==> config.mk <==
export PLATFORM = sky130hd
export DESIGN_NAME = irq_wake_ctrl
export DESIGN_NICKNAME = d
export VERILOG_FILES = /design/src/hw/irq_wake_pkg.sv /design/src/hw/irq_wake_ctrl.sv
export SDC_FILE = /design/constraint.sdc
export NUM_CORES = 1
export LEC_CHECK = 0
export BUFFER_PORTS_ARGS = -buffer_cell sky130_fd_sc_hd__buf_2
export CORE_ASPECT_RATIO = 1.4
export CORE_MARGIN = 4
export CORE_UTILIZATION = 45
export CTS_CLUSTER_DIAMETER = 80
export DETAILED_ROUTE_END_ITERATION = 16
export HOLD_SLACK_MARGIN = 0.05
export PLACE_DENSITY = 0.76
export SYNTH_ARGS = -nofsm -noshare
export SYNTH_HDL_FRONTEND = slang
export SYNTH_SLANG_ARGS = --single-unit
==> constraint.sdc <==
create_clock -name mclk -period 2.1 [get_ports mclk]
set_input_delay 0.42 -clock mclk [delete_from_list [all_inputs] [get_ports mclk]]
set_output_delay 0.42 -clock mclk [all_outputs]
set_load 0.02 [all_outputs]
==> src/hw/irq_wake_pkg.sv <==
// Constants, types and the overview of the interrupt option and wake block
// Overview of operation
// Option register takes whole writes only; reads return zero.
// Reset clears the option register to zero.
// Bit 6 set makes source 1 level sensitive, clear makes it edge.
// Bit 5 picks the edge polarity of source 2.
// Bit 5 one means rising edges, zero means falling edges.
// Bit 4 enables all sources; clear disables all but the NMI.
// With bit 4 clear the NMI is still served but cannot wake.
// Bit 7 and bits 3 to 0 do nothing.
// Converter done drives source 4, gated by its mask and bit 4.
// Timer, slow oscillator and reload timer events share source 3.
// NMI first, then sources 1 to 4; maskable routines never nest.
// Edge latch sets on active edge, clears at service; one is kept.
// NMI request is latched and cleared when its routine begins.
// WAIT halts instructions; clock and peripherals keep running.
// Leaving WAIT by interrupt needs no settling delay.
// STOP only without watchdog; oscillator halts until pin or reset.
// Leaving STOP waits for the oscillator before the first instruction.
// That settling wait is a fixed cycle count set by a parameter.
// A reset during WAIT or STOP ends it through the normal reset.
// From main program a wake runs the routine, then the next one.
// Inside the NMI routine any wake resumes, staying in NMI mode.
// Inside a maskable routine a maskable wake resumes that routine.
// Inside a maskable routine an NMI wake runs the NMI routine first.
// Active watchdog turns STOP into WAIT.
// With bit 4 clear nothing but reset restarts the core.
// WAIT or STOP is skipped while an enabled request is pending.
// A wake leaves the oscillator selection unchanged.
// A masked request is neither served nor blocks WAIT or STOP.
package irq_wake_pkg;

    localparam logic [31:0] OPT_ADDR      = 32'h0000_00C8;
    localparam logic [31:0] STAT_ADDR     = 32'h0000_00CC;
    localparam logic [7:0]  OPT_RESET     = 8'h00;
    localparam logic [7:0]  OPT_USED_MASK = 8'h70;
    localparam int          OPT_LES_BIT   = 6;
    localparam int          OPT_ESB_BIT   = 5;
    localparam int          OPT_GEN_BIT   = 4;
    localparam int          STAT_MODE_LSB  = 0;
    localparam int          STAT_SLEEP_LSB = 2;
    localparam int          STAT_PEND_LSB  = 4;
    localparam logic [15:0] STAB_CYC_DEF  = 16'h0400;
    localparam logic [2:0]  SRC_NMI       = 3'h0;
    localparam logic [2:0]  SRC_1         = 3'h1;
    localparam logic [2:0]  SRC_2         = 3'h2;
    localparam logic [2:0]  SRC_3         = 3'h3;
    localparam logic [2:0]  SRC_4         = 3'h4;

    typedef enum logic [1:0] {MODE_NORMAL, MODE_IRQ, MODE_NMI} core_mode_e;
    typedef enum logic [1:0] {SLP_RUN, SLP_WAIT, SLP_STOP, SLP_STAB} sleep_e;

    // Peripheral flags with their own mask bits, same clock as the block
    typedef struct packed {
        logic timer1_zero_flag;
        logic timer1_irq_enable;
        logic lowfreq_osc_event_flag;
        logic lowfreq_osc_irq_enable;
        logic reload_overflow_flag;
        logic reload_overflow_irq_enable;
        logic reload_compare_flag;
        logic reload_compare_irq_enable;
        logic reload_edge_flag;
        logic reload_edge_irq_enable;
        logic conv_done_flag;
        logic conv_irq_enable;
    } periph_evt_s;

    // Strobes from the instruction sequencer, one cycle each
    typedef struct packed {
        logic instr_end;
        logic wait_exec;
        logic stop_exec;
        logic reti;
    } core_req_s;

endpackage

==> src/hw/irq_wake_ctrl.sv <==
// Interrupt option register, source arbitration and WAIT/STOP control
//
// The implementer's own choice: register access over AHB-Lite.
module irq_wake_ctrl #(
    parameter logic [15:0] STAB_CYC = irq_wake_pkg::STAB_CYC_DEF
) (
    input  logic                      mclk,
    input  logic                      arst_n,
    input  logic                      hsel,
    input  logic [31:0]               haddr,
    input  logic [1:0]                htrans,
    input  logic                      hwrite,
    input  logic [2:0]                hsize,
    input  logic [31:0]               hwdata,
    input  logic                      hready,
    output logic [31:0]               hrdata,
    output logic                      hreadyout,
    output logic                      hresp,
    input  logic                      nmi_pin_n,
    input  logic                      src1_pin_n,
    input  logic                      src2_pin,
    input  irq_wake_pkg::periph_evt_s periph,
    input  irq_wake_pkg::core_req_s   core,
    input  logic                      wdog_active,
    output logic                      take_vec,
    output logic [2:0]                take_src,
    output logic                      resume,
    output logic                      halt,
    output logic                      osc_stop,
    output logic [1:0]                core_mode
);

    // Bus state
    logic [31:0] hrdata_q;
    logic        hreadyout_q;
    logic        hresp_q;
    logic        wr_pend_q;
    logic [31:0] wr_addr_q;
    logic [7:0]  opt_q;

    // Pin synchronisers and edge history
    logic [2:0] pin_s1_q;
    logic [2:0] pin_s2_q;
    logic [2:0] pin_prev_q;

    // Request latches
    logic nmi_lat_q;
    logic nmi_lat_d;
    logic src1_lat_q;
    logic src1_lat_d;
    logic src2_lat_q;
    logic src2_lat_d;

    // Core mode tracking
    irq_wake_pkg::core_mode_e mode_q;
    irq_wake_pkg::core_mode_e mode_d;
    logic                     nmi_from_irq_q;
    logic                     nmi_from_irq_d;

    // Sleep sequencer
    irq_wake_pkg::sleep_e sleep_q;
    irq_wake_pkg::sleep_e sleep_d;
    logic [15:0]          stab_q;
    logic [15:0]          stab_d;
    logic                 wake_now;

    // Output flops
    logic       take_q;
    logic       take_d;
    logic [2:0] take_src_q;
    logic [2:0] take_src_d;
    logic       resume_q;
    logic       resume_d;
    logic       halt_q;
    logic       osc_stop_q;

    // Option fields
    logic src1_level_select;
    logic src2_edge_polarity;
    logic gen;

    assign src1_level_select = opt_q[irq_wake_pkg::OPT_LES_BIT];
    assign src2_edge_polarity = opt_q[irq_wake_pkg::OPT_ESB_BIT];
    assign gen = opt_q[irq_wake_pkg::OPT_GEN_BIT];

    // Bus decode
    logic        addr_phase;
    logic        opt_write;
    logic [31:0] stat_word;
    logic [31:0] rd_word;

    assign addr_phase = hsel & htrans[1] & hready;
    assign opt_write  = wr_pend_q & (wr_addr_q == irq_wake_pkg::OPT_ADDR);

    // Option reads give zero, status reads show live state
    assign rd_word = (haddr == irq_wake_pkg::STAT_ADDR) ? stat_word
                                                       : 32'h0000_0000;

    // Address phase capture, read data ready for the data phase
    always_ff @(posedge mclk or negedge arst_n)
    begin
        if (!arst_n)
        begin
            wr_pend_q   <= 1'b0;
            wr_addr_q   <= 32'h0000_0000;
            hrdata_q    <= 32'h0000_0000;
            hreadyout_q <= 1'b1;
            hresp_q     <= 1'b0;
        end
        else
        begin
            wr_pend_q   <= addr_phase & hwrite;
            wr_addr_q   <= haddr;
            hrdata_q    <= (addr_phase & ~hwrite) ? rd_word : 32'h0000_0000;
            hreadyout_q <= 1'b1;
            hresp_q     <= 1'b0;
        end
    end

    // Option register: whole writes, unused bits dropped
    always_ff @(posedge mclk or negedge arst_n)
    begin
        if (!arst_n)
        begin
            opt_q <= irq_wake_pkg::OPT_RESET;
        end
        else if (opt_write)
        begin
            opt_q <= hwdata[7:0] & irq_wake_pkg::OPT_USED_MASK;
        end
    end

    // Two flops per pin, third stage only for edge history
    always_ff @(posedge mclk or negedge arst_n)
    begin
        if (!arst_n)
        begin
            pin_s1_q   <= 3'h3;
            pin_s2_q   <= 3'h3;
            pin_prev_q <= 3'h3;
        end
        else
        begin
            pin_s1_q   <= {src2_pin, src1_pin_n, nmi_pin_n};
            pin_s2_q   <= pin_s1_q;
            pin_prev_q <= pin_s2_q;
        end
    end

    // Edge and level detection
    logic nmi_fall;
    logic src1_fall;
    logic src1_low;
    logic src2_rise;
    logic src2_fall;
    logic src2_edge;

    assign nmi_fall  = ~pin_s2_q[0] & pin_prev_q[0];
    assign src1_fall = ~pin_s2_q[1] & pin_prev_q[1];
    assign src1_low  = ~pin_s2_q[1];
    assign src2_rise = pin_s2_q[2] & ~pin_prev_q[2];
    assign src2_fall = ~pin_s2_q[2] & pin_prev_q[2];
    assign src2_edge = src2_edge_polarity ? src2_rise : src2_fall;

    // Raw requests per source
    logic       req1;
    logic       req2;
    logic       req3;
    logic       req4;
    logic [4:1] mreq;
    logic       any_m;
    logic       nmi_req;

    assign req1 = src1_level_select ? src1_low : src1_lat_q;
    assign req2 = src2_lat_q;

    // Shared source 3, each event behind its own mask
    assign req3 = (periph.timer1_zero_flag & periph.timer1_irq_enable)
                | (periph.lowfreq_osc_event_flag
                   & periph.lowfreq_osc_irq_enable)
                | (periph.reload_overflow_flag
                   & periph.reload_overflow_irq_enable)
                | (periph.reload_compare_flag
                   & periph.reload_compare_irq_enable)
                | (periph.reload_edge_flag
                   & periph.reload_edge_irq_enable);

    assign req4 = periph.conv_done_flag & periph.conv_irq_enable;

    // Global enable gates every maskable source
    assign mreq    = {req4, req3, req2, req1} & {4{gen}};
    assign any_m   = |mreq;
    assign nmi_req = nmi_lat_q;

    // Arbitration by fixed priority and core mode
    logic       take_nmi;
    logic       take_m;
    logic [2:0] m_sel;
    logic       boundary;
    logic       slp_cmd;
    logic       pend_en;
    logic       slp_enter;

    assign take_nmi = nmi_req & (mode_q != irq_wake_pkg::MODE_NMI);
    assign take_m   = any_m & ~take_nmi
                    & (mode_q == irq_wake_pkg::MODE_NORMAL);

    assign m_sel = mreq[1] ? irq_wake_pkg::SRC_1 :
                   mreq[2] ? irq_wake_pkg::SRC_2 :
                   mreq[3] ? irq_wake_pkg::SRC_3 :
                             irq_wake_pkg::SRC_4;

    // Sleep request is dropped while an enabled request waits
    assign slp_cmd   = (core.wait_exec | core.stop_exec)
                     & (sleep_q == irq_wake_pkg::SLP_RUN);
    assign pend_en   = nmi_req | any_m;
    assign slp_enter = slp_cmd & ~pend_en;

    // Instruction boundaries where a vector may be taken
    assign boundary = ((core.instr_end
                        & (sleep_q == irq_wake_pkg::SLP_RUN))
                       | (slp_cmd & pend_en) | wake_now);

    // Service starts clear the matching latch
    logic clr_nmi;
    logic clr1;
    logic clr2;

    assign clr_nmi = boundary & take_nmi;
    assign clr1    = boundary & take_m & (m_sel == irq_wake_pkg::SRC_1);
    assign clr2    = boundary & take_m & (m_sel == irq_wake_pkg::SRC_2);

    // Latches keep one event; a new event beats a same-cycle clear
    assign nmi_lat_d  = nmi_fall | (nmi_lat_q & ~clr_nmi);
    assign src1_lat_d = ~src1_level_select & (src1_fall | (src1_lat_q & ~clr1));
    assign src2_lat_d = src2_edge | (src2_lat_q & ~clr2);

    // Request latch registers
    always_ff @(posedge mclk or negedge arst_n)
    begin
        if (!arst_n)
        begin
            nmi_lat_q  <= 1'b0;
            src1_lat_q <= 1'b0;
            src2_lat_q <= 1'b0;
        end
        else
        begin
            nmi_lat_q  <= nmi_lat_d;
            src1_lat_q <= src1_lat_d;
            src2_lat_q <= src2_lat_d;
        end
    end

    // Wake sources: STOP answers only the pin-driven sources
    logic wake_any;
    logic wake_ext;

    assign wake_any = gen & (nmi_req | any_m);
    assign wake_ext = gen & (nmi_req | mreq[1] | mreq[2]);

    // Sleep sequencer next state
    always_comb
    begin
        sleep_d  = sleep_q;
        stab_d   = stab_q;
        wake_now = 1'b0;
        case (sleep_q)
            irq_wake_pkg::SLP_RUN:
            begin
                if (slp_enter)
                begin
                    if (core.stop_exec & ~wdog_active)
                    begin
                        sleep_d = irq_wake_pkg::SLP_STOP;
                    end
                    else
                    begin
                        sleep_d = irq_wake_pkg::SLP_WAIT;
                    end
                end
            end
            irq_wake_pkg::SLP_WAIT:
            begin
                if (wake_any)
                begin
                    sleep_d  = irq_wake_pkg::SLP_RUN;
                    wake_now = 1'b1;
                end
            end
            irq_wake_pkg::SLP_STOP:
            begin
                if (wake_ext)
                begin
                    sleep_d = irq_wake_pkg::SLP_STAB;
                    stab_d  = STAB_CYC - 16'h0001;
                end
            end
            irq_wake_pkg::SLP_STAB:
            begin
                if (stab_q == 16'h0000)
                begin
                    sleep_d  = irq_wake_pkg::SLP_RUN;
                    wake_now = 1'b1;
                end
                else
                begin
                    stab_d = stab_q - 16'h0001;
                end
            end
            default:
            begin
                sleep_d = irq_wake_pkg::SLP_RUN;
            end
        endcase
    end

    // Mode tracking: vector entry, nested NMI and return
    always_comb
    begin
        mode_d         = mode_q;
        nmi_from_irq_d = nmi_from_irq_q;
        if (boundary & take_nmi)
        begin
            mode_d         = irq_wake_pkg::MODE_NMI;
            nmi_from_irq_d = (mode_q == irq_wake_pkg::MODE_IRQ);
        end
        else if (boundary & take_m)
        begin
            mode_d = irq_wake_pkg::MODE_IRQ;
        end
        else if (core.reti)
        begin
            case (mode_q)
                irq_wake_pkg::MODE_NMI:
                begin
                    mode_d = nmi_from_irq_q ? irq_wake_pkg::MODE_IRQ
                                            : irq_wake_pkg::MODE_NORMAL;
                    nmi_from_irq_d = 1'b0;
                end
                irq_wake_pkg::MODE_IRQ:
                begin
                    mode_d = irq_wake_pkg::MODE_NORMAL;
                end
                default:
                begin
                    mode_d = irq_wake_pkg::MODE_NORMAL;
                end
            endcase
        end
    end

    // Vector strobe and source number
    assign take_d     = boundary & (take_nmi | take_m);
    assign take_src_d = take_nmi ? irq_wake_pkg::SRC_NMI : m_sel;

    // Resume after wake or after a refused sleep, no vector implied
    assign resume_d = wake_now | (slp_cmd & pend_en);

    // Sequencer, mode and output registers; reset ends any sleep
    always_ff @(posedge mclk or negedge arst_n)
    begin
        if (!arst_n)
        begin
            sleep_q        <= irq_wake_pkg::SLP_RUN;
            stab_q         <= 16'h0000;
            mode_q         <= irq_wake_pkg::MODE_NORMAL;
            nmi_from_irq_q <= 1'b0;
            take_q         <= 1'b0;
            take_src_q     <= 3'h0;
            resume_q       <= 1'b0;
            halt_q         <= 1'b0;
            osc_stop_q     <= 1'b0;
        end
        else
        begin
            sleep_q        <= sleep_d;
            stab_q         <= stab_d;
            mode_q         <= mode_d;
            nmi_from_irq_q <= nmi_from_irq_d;
            take_q         <= take_d;
            take_src_q     <= take_src_d;
            resume_q       <= resume_d;
            halt_q         <= (sleep_d != irq_wake_pkg::SLP_RUN);
            osc_stop_q     <= (sleep_d == irq_wake_pkg::SLP_STOP);
        end
    end

    // Status word: pending sources, sleep state, core mode
    logic [4:0] pend_raw;

    assign pend_raw  = {req4, req3, req2, req1, nmi_req};
    assign stat_word = (32'(pend_raw) << irq_wake_pkg::STAT_PEND_LSB)
                     | (32'(sleep_q) << irq_wake_pkg::STAT_SLEEP_LSB)
                     | (32'(mode_q) << irq_wake_pkg::STAT_MODE_LSB);

    // Outputs straight from flops; oscillator select is never touched
    assign hrdata    = hrdata_q;
    assign hreadyout = hreadyout_q;
    assign hresp     = hresp_q;
    assign take_vec  = take_q;
    assign take_src  = take_src_q;
    assign resume    = resume_q;
    assign halt      = halt_q;
    assign osc_stop  = osc_stop_q;
    assign core_mode = mode_q;

endmodule

Yosys cells after proc, flatten, opt, wreduce, memory -nomap -nowiden:

Index checks and enable logic that the tools add are counted.

* reduce and logical (&&, ||, !) cells: 11
* bitwise logic cells: 64
* equality and inequality tests: 14
* muxes and demuxes: 29
* $add $sub $neg: 1

Operators by type and width (number)
* == test 32 x 8 -> 1 bit, second input constant: 2
* 2-to-1 mux 32 bit: 2
* bitwise AND 1 bit: 34
* 2-to-1 mux 16 bit: 2
* case mux 16 bit (2 select lines): 1
* logical NOT 16 bit: 1
* 2-to-1 mux 2 bit: 8
* subtractor 16 x 1 -> 16 bit, second input constant: 1
* OR 1 bit: 15
* 2-to-1 mux 3 bit: 4
* inverter 1 bit: 12
* 2-to-1 mux 1 bit: 10
* OR 9 x 2 -> 9 bit: 1
* OR 9 x 4 -> 9 bit: 1
* == test 2 bit, second input constant: 4
* inequality test 2 bit, second input constant: 4
* case mux 2 bit (4 select lines): 1
* nonzero test 2 bit: 4
* AND reduction 3 bit: 2
* bitwise AND 4 bit: 1
* == test 2 x 1 -> 1 bit, second input constant: 2
* logical NOT 2 bit: 2
* OR reduction 4 bit: 1
* == test 3 x 1 -> 1 bit, second input constant: 1
* other kinds (3): 3

* bits in registers: 108
* output and inout port bits: 43
* input bits: 94
* word-level logic and storage cells: 138

Longest topological paths before layout:

* depth after elaboration: 18
* mapped depth: 8
* mapped depth without buffers: 7

Worst setup path after synthesis:

No wires, ideal clock.

* path type: reg2reg
* start point: register stab_q[9]
* end point: register stab_q[13]
* path slack: 270 ps
* stages on the path, launching flop included: 6
* data arrival time: 1753 ps
* period minus slack after synthesis: 1830 ps
* setup time: 77 ps
* path buffers: 0
* data required time: 2023 ps
* cell sequence: dfrtp_1 -> or4_4 -> nor3_2 -> nand2b_1 -> or4_1 -> a21oi_1

* longest elaborated chain between the ends: 3
* elaborated cells between the ends (all ways): 6
* classes of those cells: 1 x add/sub; 1 x eq/ne; 2 x mux; 2 x reduce/logical

RTL lines
* start, declared: RTL line irq_wake_ctrl.sv:63 `logic [15:0] stab_q;`
* start signal, assigned: RTL line irq_wake_ctrl.sv:378 `stab_q <= stab_d;`
* subtractor 16 x 1 -> 16 bit or logical NOT 16 bit (tied branches): RTL line irq_wake_ctrl.sv:308, irq_wake_ctrl.sv:301
* 2-to-1 mux 16 bit or inequality test 2 bit (tied branches)
* case mux 16 bit (2 select lines) or AND reduction 3 bit (tied branches)

Parallel ways exist; a longest one is shown, timed or not. The select of a mux whose other input is x is not followed.
A chain may end at the register's enable or synchronous reset.

Worst setup path in the final report:

Same ends and word-level chain as after synthesis.

==> flow_summary.yaml <==
outcome:
  run_status: "finished, final reports clean"
detailed_routing:
  via_cell_ratio: 5.11
  dr_total_vias: 2527
  ant_nets: 0
  routed_wire_length_per_instance_um: 14.2
  drt_iter0_markers: 168
  dr.pass1.iters: 4
  drt_wl_total_um: 7040
  drc_errors_left: 0
placement:
  post-place-ws_ps: 120
  numPortBuffers: 78
  globalplace.congestion: 0.849
  place.detailed.hpwl_um: 5410
  dpl-instance-area_um2: 3970
synthesis:
  syn_avg_cell_area_um2: 11.7
  synth-async-reset-ratio_pct: 100
  most_frequently_used_cell_type_in_the_post_synthesis_netlist: "dfrtp_1"
  synth_cell_type_count: 54
  synth_simple_gate_area_share_pct: 19.9
  post-synth-top-area-cell: "dfrtp_1"
  yosys-mux-area-fraction_pct: 1.23
  seq_area_frac_synth_pct: 61.6
  largest_family_of_logic_cells_by_synthesized_area: "simple AND/OR/NAND/NOR gates"
  synth_area_um2: 3460
  yosys_register_bits: 85
  synth_fa_ha_area_share_pct: 0.361
  post_synth_xor_area_fraction_pct: 0.759
  netlist.area_leader.share_pct: 57.1
  synth.cells.most_frequent: "79 x dfrtp_1, 26 x buf_4, 19 x nand2_1"
  share_of_the_synthesized_area_in_compound_gates_ao_oa_aoi_oai_pct: 8.96
  post_synth_main_area_contributors: "dfrtp_1 57%, buf_4 5.6%, dfstp_2 4.6%"
  yosys_warnings: 0
  edff_count_synth: 0
  synth_cells: 297
  postSynth.topFlopCell: "dfrtp_1"
global_routing:
  grt_antenna_before_repair: 0
  grt_pass1_vias: 2476
  maximum_number_of_pins_on_one_net_before_global_route_repair: 37
  groute.usage.overall_pct: 16.5
  grt.overflow.total: 0
  grt_pass1_wl_um: 11400
layout:
  nNetsFinal: 490
  num_antenna_cells: 0
  final_core_utilization_pct: 56.5
  finalInstanceArea_um2: 4190
  multi_input_area_um2: 1200
  drive_above_1_share_pct: 31.4
  area.sequential_um2: 2140
  fill_cells: 658
  area_growth_pct: 20.9
critical_path:
  timing.critical_path.slowest_cell_delay_ps: 570
  path_max_fanout: 4
  crit_slowest_cell: "or4_4"
  timing.reg2reg.worst_path_depth: 5
  timing_worst_setup_path_type: "flip-flop to flip-flop"
  endpoint_kind: "flip-flop"
  crit_path_cell_trace: "or4_4 -> nor3_4 -> nand2b_1 -> or4_1 -> a21oi_1"
  critical_path_arrival_ps: 2290
  timing.critical_path.from_type: "flip-flop"
  worst-endpoint-required_ps: 2370
clocking:
  path_clk_slew_ps: 80
  cts.root.buffer_cell: "clkbuf_8"
  postCtsSetupBuffers: 0
  cts-htree-levels: 3
  cts_tree: "done"
  cts_num_sinks: 85
  insertion_delay_ps: 350
  cts-buffers-inserted: 9
  cts-root-to-sink-buffers: 2
pwr:
  p_per_area_nw_per_um2: 703
  power.total_mw: 2.94
  total_leakage_power_nw: 1.98
  max-vdd-ir-drop_uv: 538
timing:
  skew_ps: 7.51
  finalCritPeriodShare_pct: 95.9
  finalWorstPathRequiredPeriod_ps: 2010
  final_hold_viol_count: 0
  finalHoldWorstSlack_ps: 163
  max_clock_freq_mhz: 496
  layout_setup_ws_ps: 85.5
  timing.final.max_slew_violations: 0
  worst-slew-pin-transition_ps: 525
  final-setup-viol-count: 0
  slew_headroom_pct: 64.9
hold_path:
  hold_path.class: "input pin to flip-flop"
  worstHoldPathCells: 1
die:
  floorplan.rows: 37
  die_area_um2: 9180
  die-height_um: 112
  core_area_um2: 7410
  die_boundary_width_um: 82.1
  initial_core_util_pct: 46.8
  pin_count: 137
flow_run:
  cap_viol_max_count: 0
## final cells by class
cell class / count / share of cell area [%]
Multi-Input combinational cell: 197 / 28.6
Inverter: 10 / 0.897
Sequential cell: 85 / 51.0
Tap cell: 97 / 2.90
Clock inverter: 2 / 0.837
Timing Repair Buffer: 92 / 12.3
Clock buffer: 12 / 3.47
## placed cells by master, fill, tap and decap left out, types with 7 or more instances in the layout
master / Yosys / final
buf_2: 1 / 77
nor4_1: 11 / 10
dfrtp_1: 79 / 78
clkbuf_8: 0 / 10
a21oi_1: 8 / 7
conb_1: 2 / 25
inv_1: 10 / 10
nand2_1: 19 / 19
nand3_1: 11 / 11
and2_1: 9 / 9
o21ai_0: 12 / 11
buf_4: 26 / 13
nor2_1: 17 / 17
## flip-flops by register name, summed over array words and instances, names as in the netlist, 2 cells and up
signal,count
opt_q,3
pin_s1_q,3
sleep_q,2
stab_q,16
wr_addr_q,32
take_src,3
core_mode,2
pin_prev_q,3
pin_s2_q,3
hrdata,9
## cell families after synthesis
| kind of cell | Yosys count |
|---|---|
| AOI/OAI and AO/OA | 46 |
| xor gates and xnor gates | 3 |
| adders and majority gates | 1 |
| buffers and inverters | 38 |
| DFF | 85 |
| muxes | 4 |
| other | 2 |
| and+or+nand+nor | 118 |
## timing repair
item | in CTS | in global routing
endpoints found under the hold margin | 34 | 0
hold buffers | 1 | 0
gates resized for setup | 0 | 6
endpoints found under the setup margin | 0 | 8
## power breakdown
part | internal (mW) | switching [mW]
clock network | 0.568 | 0.510
logic | 0.0598 | 0.109
registers | 1.68 | 0.0136
## stage by stage
| step | instances | TNS [ps] |
|---|---|---|
| floorplan | 320 | 0 |
| global placement | 480 | 0 |
| CTS | 495 | 0 |
| detailed placement | 480 | 0 |
| finish | 495 | 0 |
| global route | 495 | -23.9 |
## routing by layer
metal / up-vias / wire length [um] / track usage [%]
li1: 1209 / - / -
met1: 1229 / 2640 / 19.0
met2: 74 / 3810 / 28.1
met3: 15 / 425 / 4.05
met4: 0 / 163 / 7.65
met5: - / 0 / 0
## critical path: cells and delay by family (launching register included)
kind | cells | cell delay, ps
AND/OR/NAND/NOR | 4 | 1330
AO/OA/AOI/OAI | 1 | 170
flip-flops | 1 | 450
## path summary, 6_finish.rpt
path,start,endpoint,slack [ps]
setup reg to reg,stab_q[9]$_DFFE_PN0P_,stab_q[13]$_DFFE_PN0P_,90
min in group asynchronous,arst_n,stab_q[8]$_DFFE_PN0P_,560
setup / recovery,stab_q[9]$_DFFE_PN0P_,stab_q[13]$_DFFE_PN0P_,90
hold / removal,src1_pin_n,pin_s1_q[1]$_DFF_PN1_,160
max in group asynchronous,arst_n,stab_q[9]$_DFFE_PN0P_,930
hold reg to reg,pin_s1_q[2]$_DFF_PN0_,pin_s2_q[2]$_DFF_PN0_,350
Note: power is estimated with default switching activity, not from simulation.
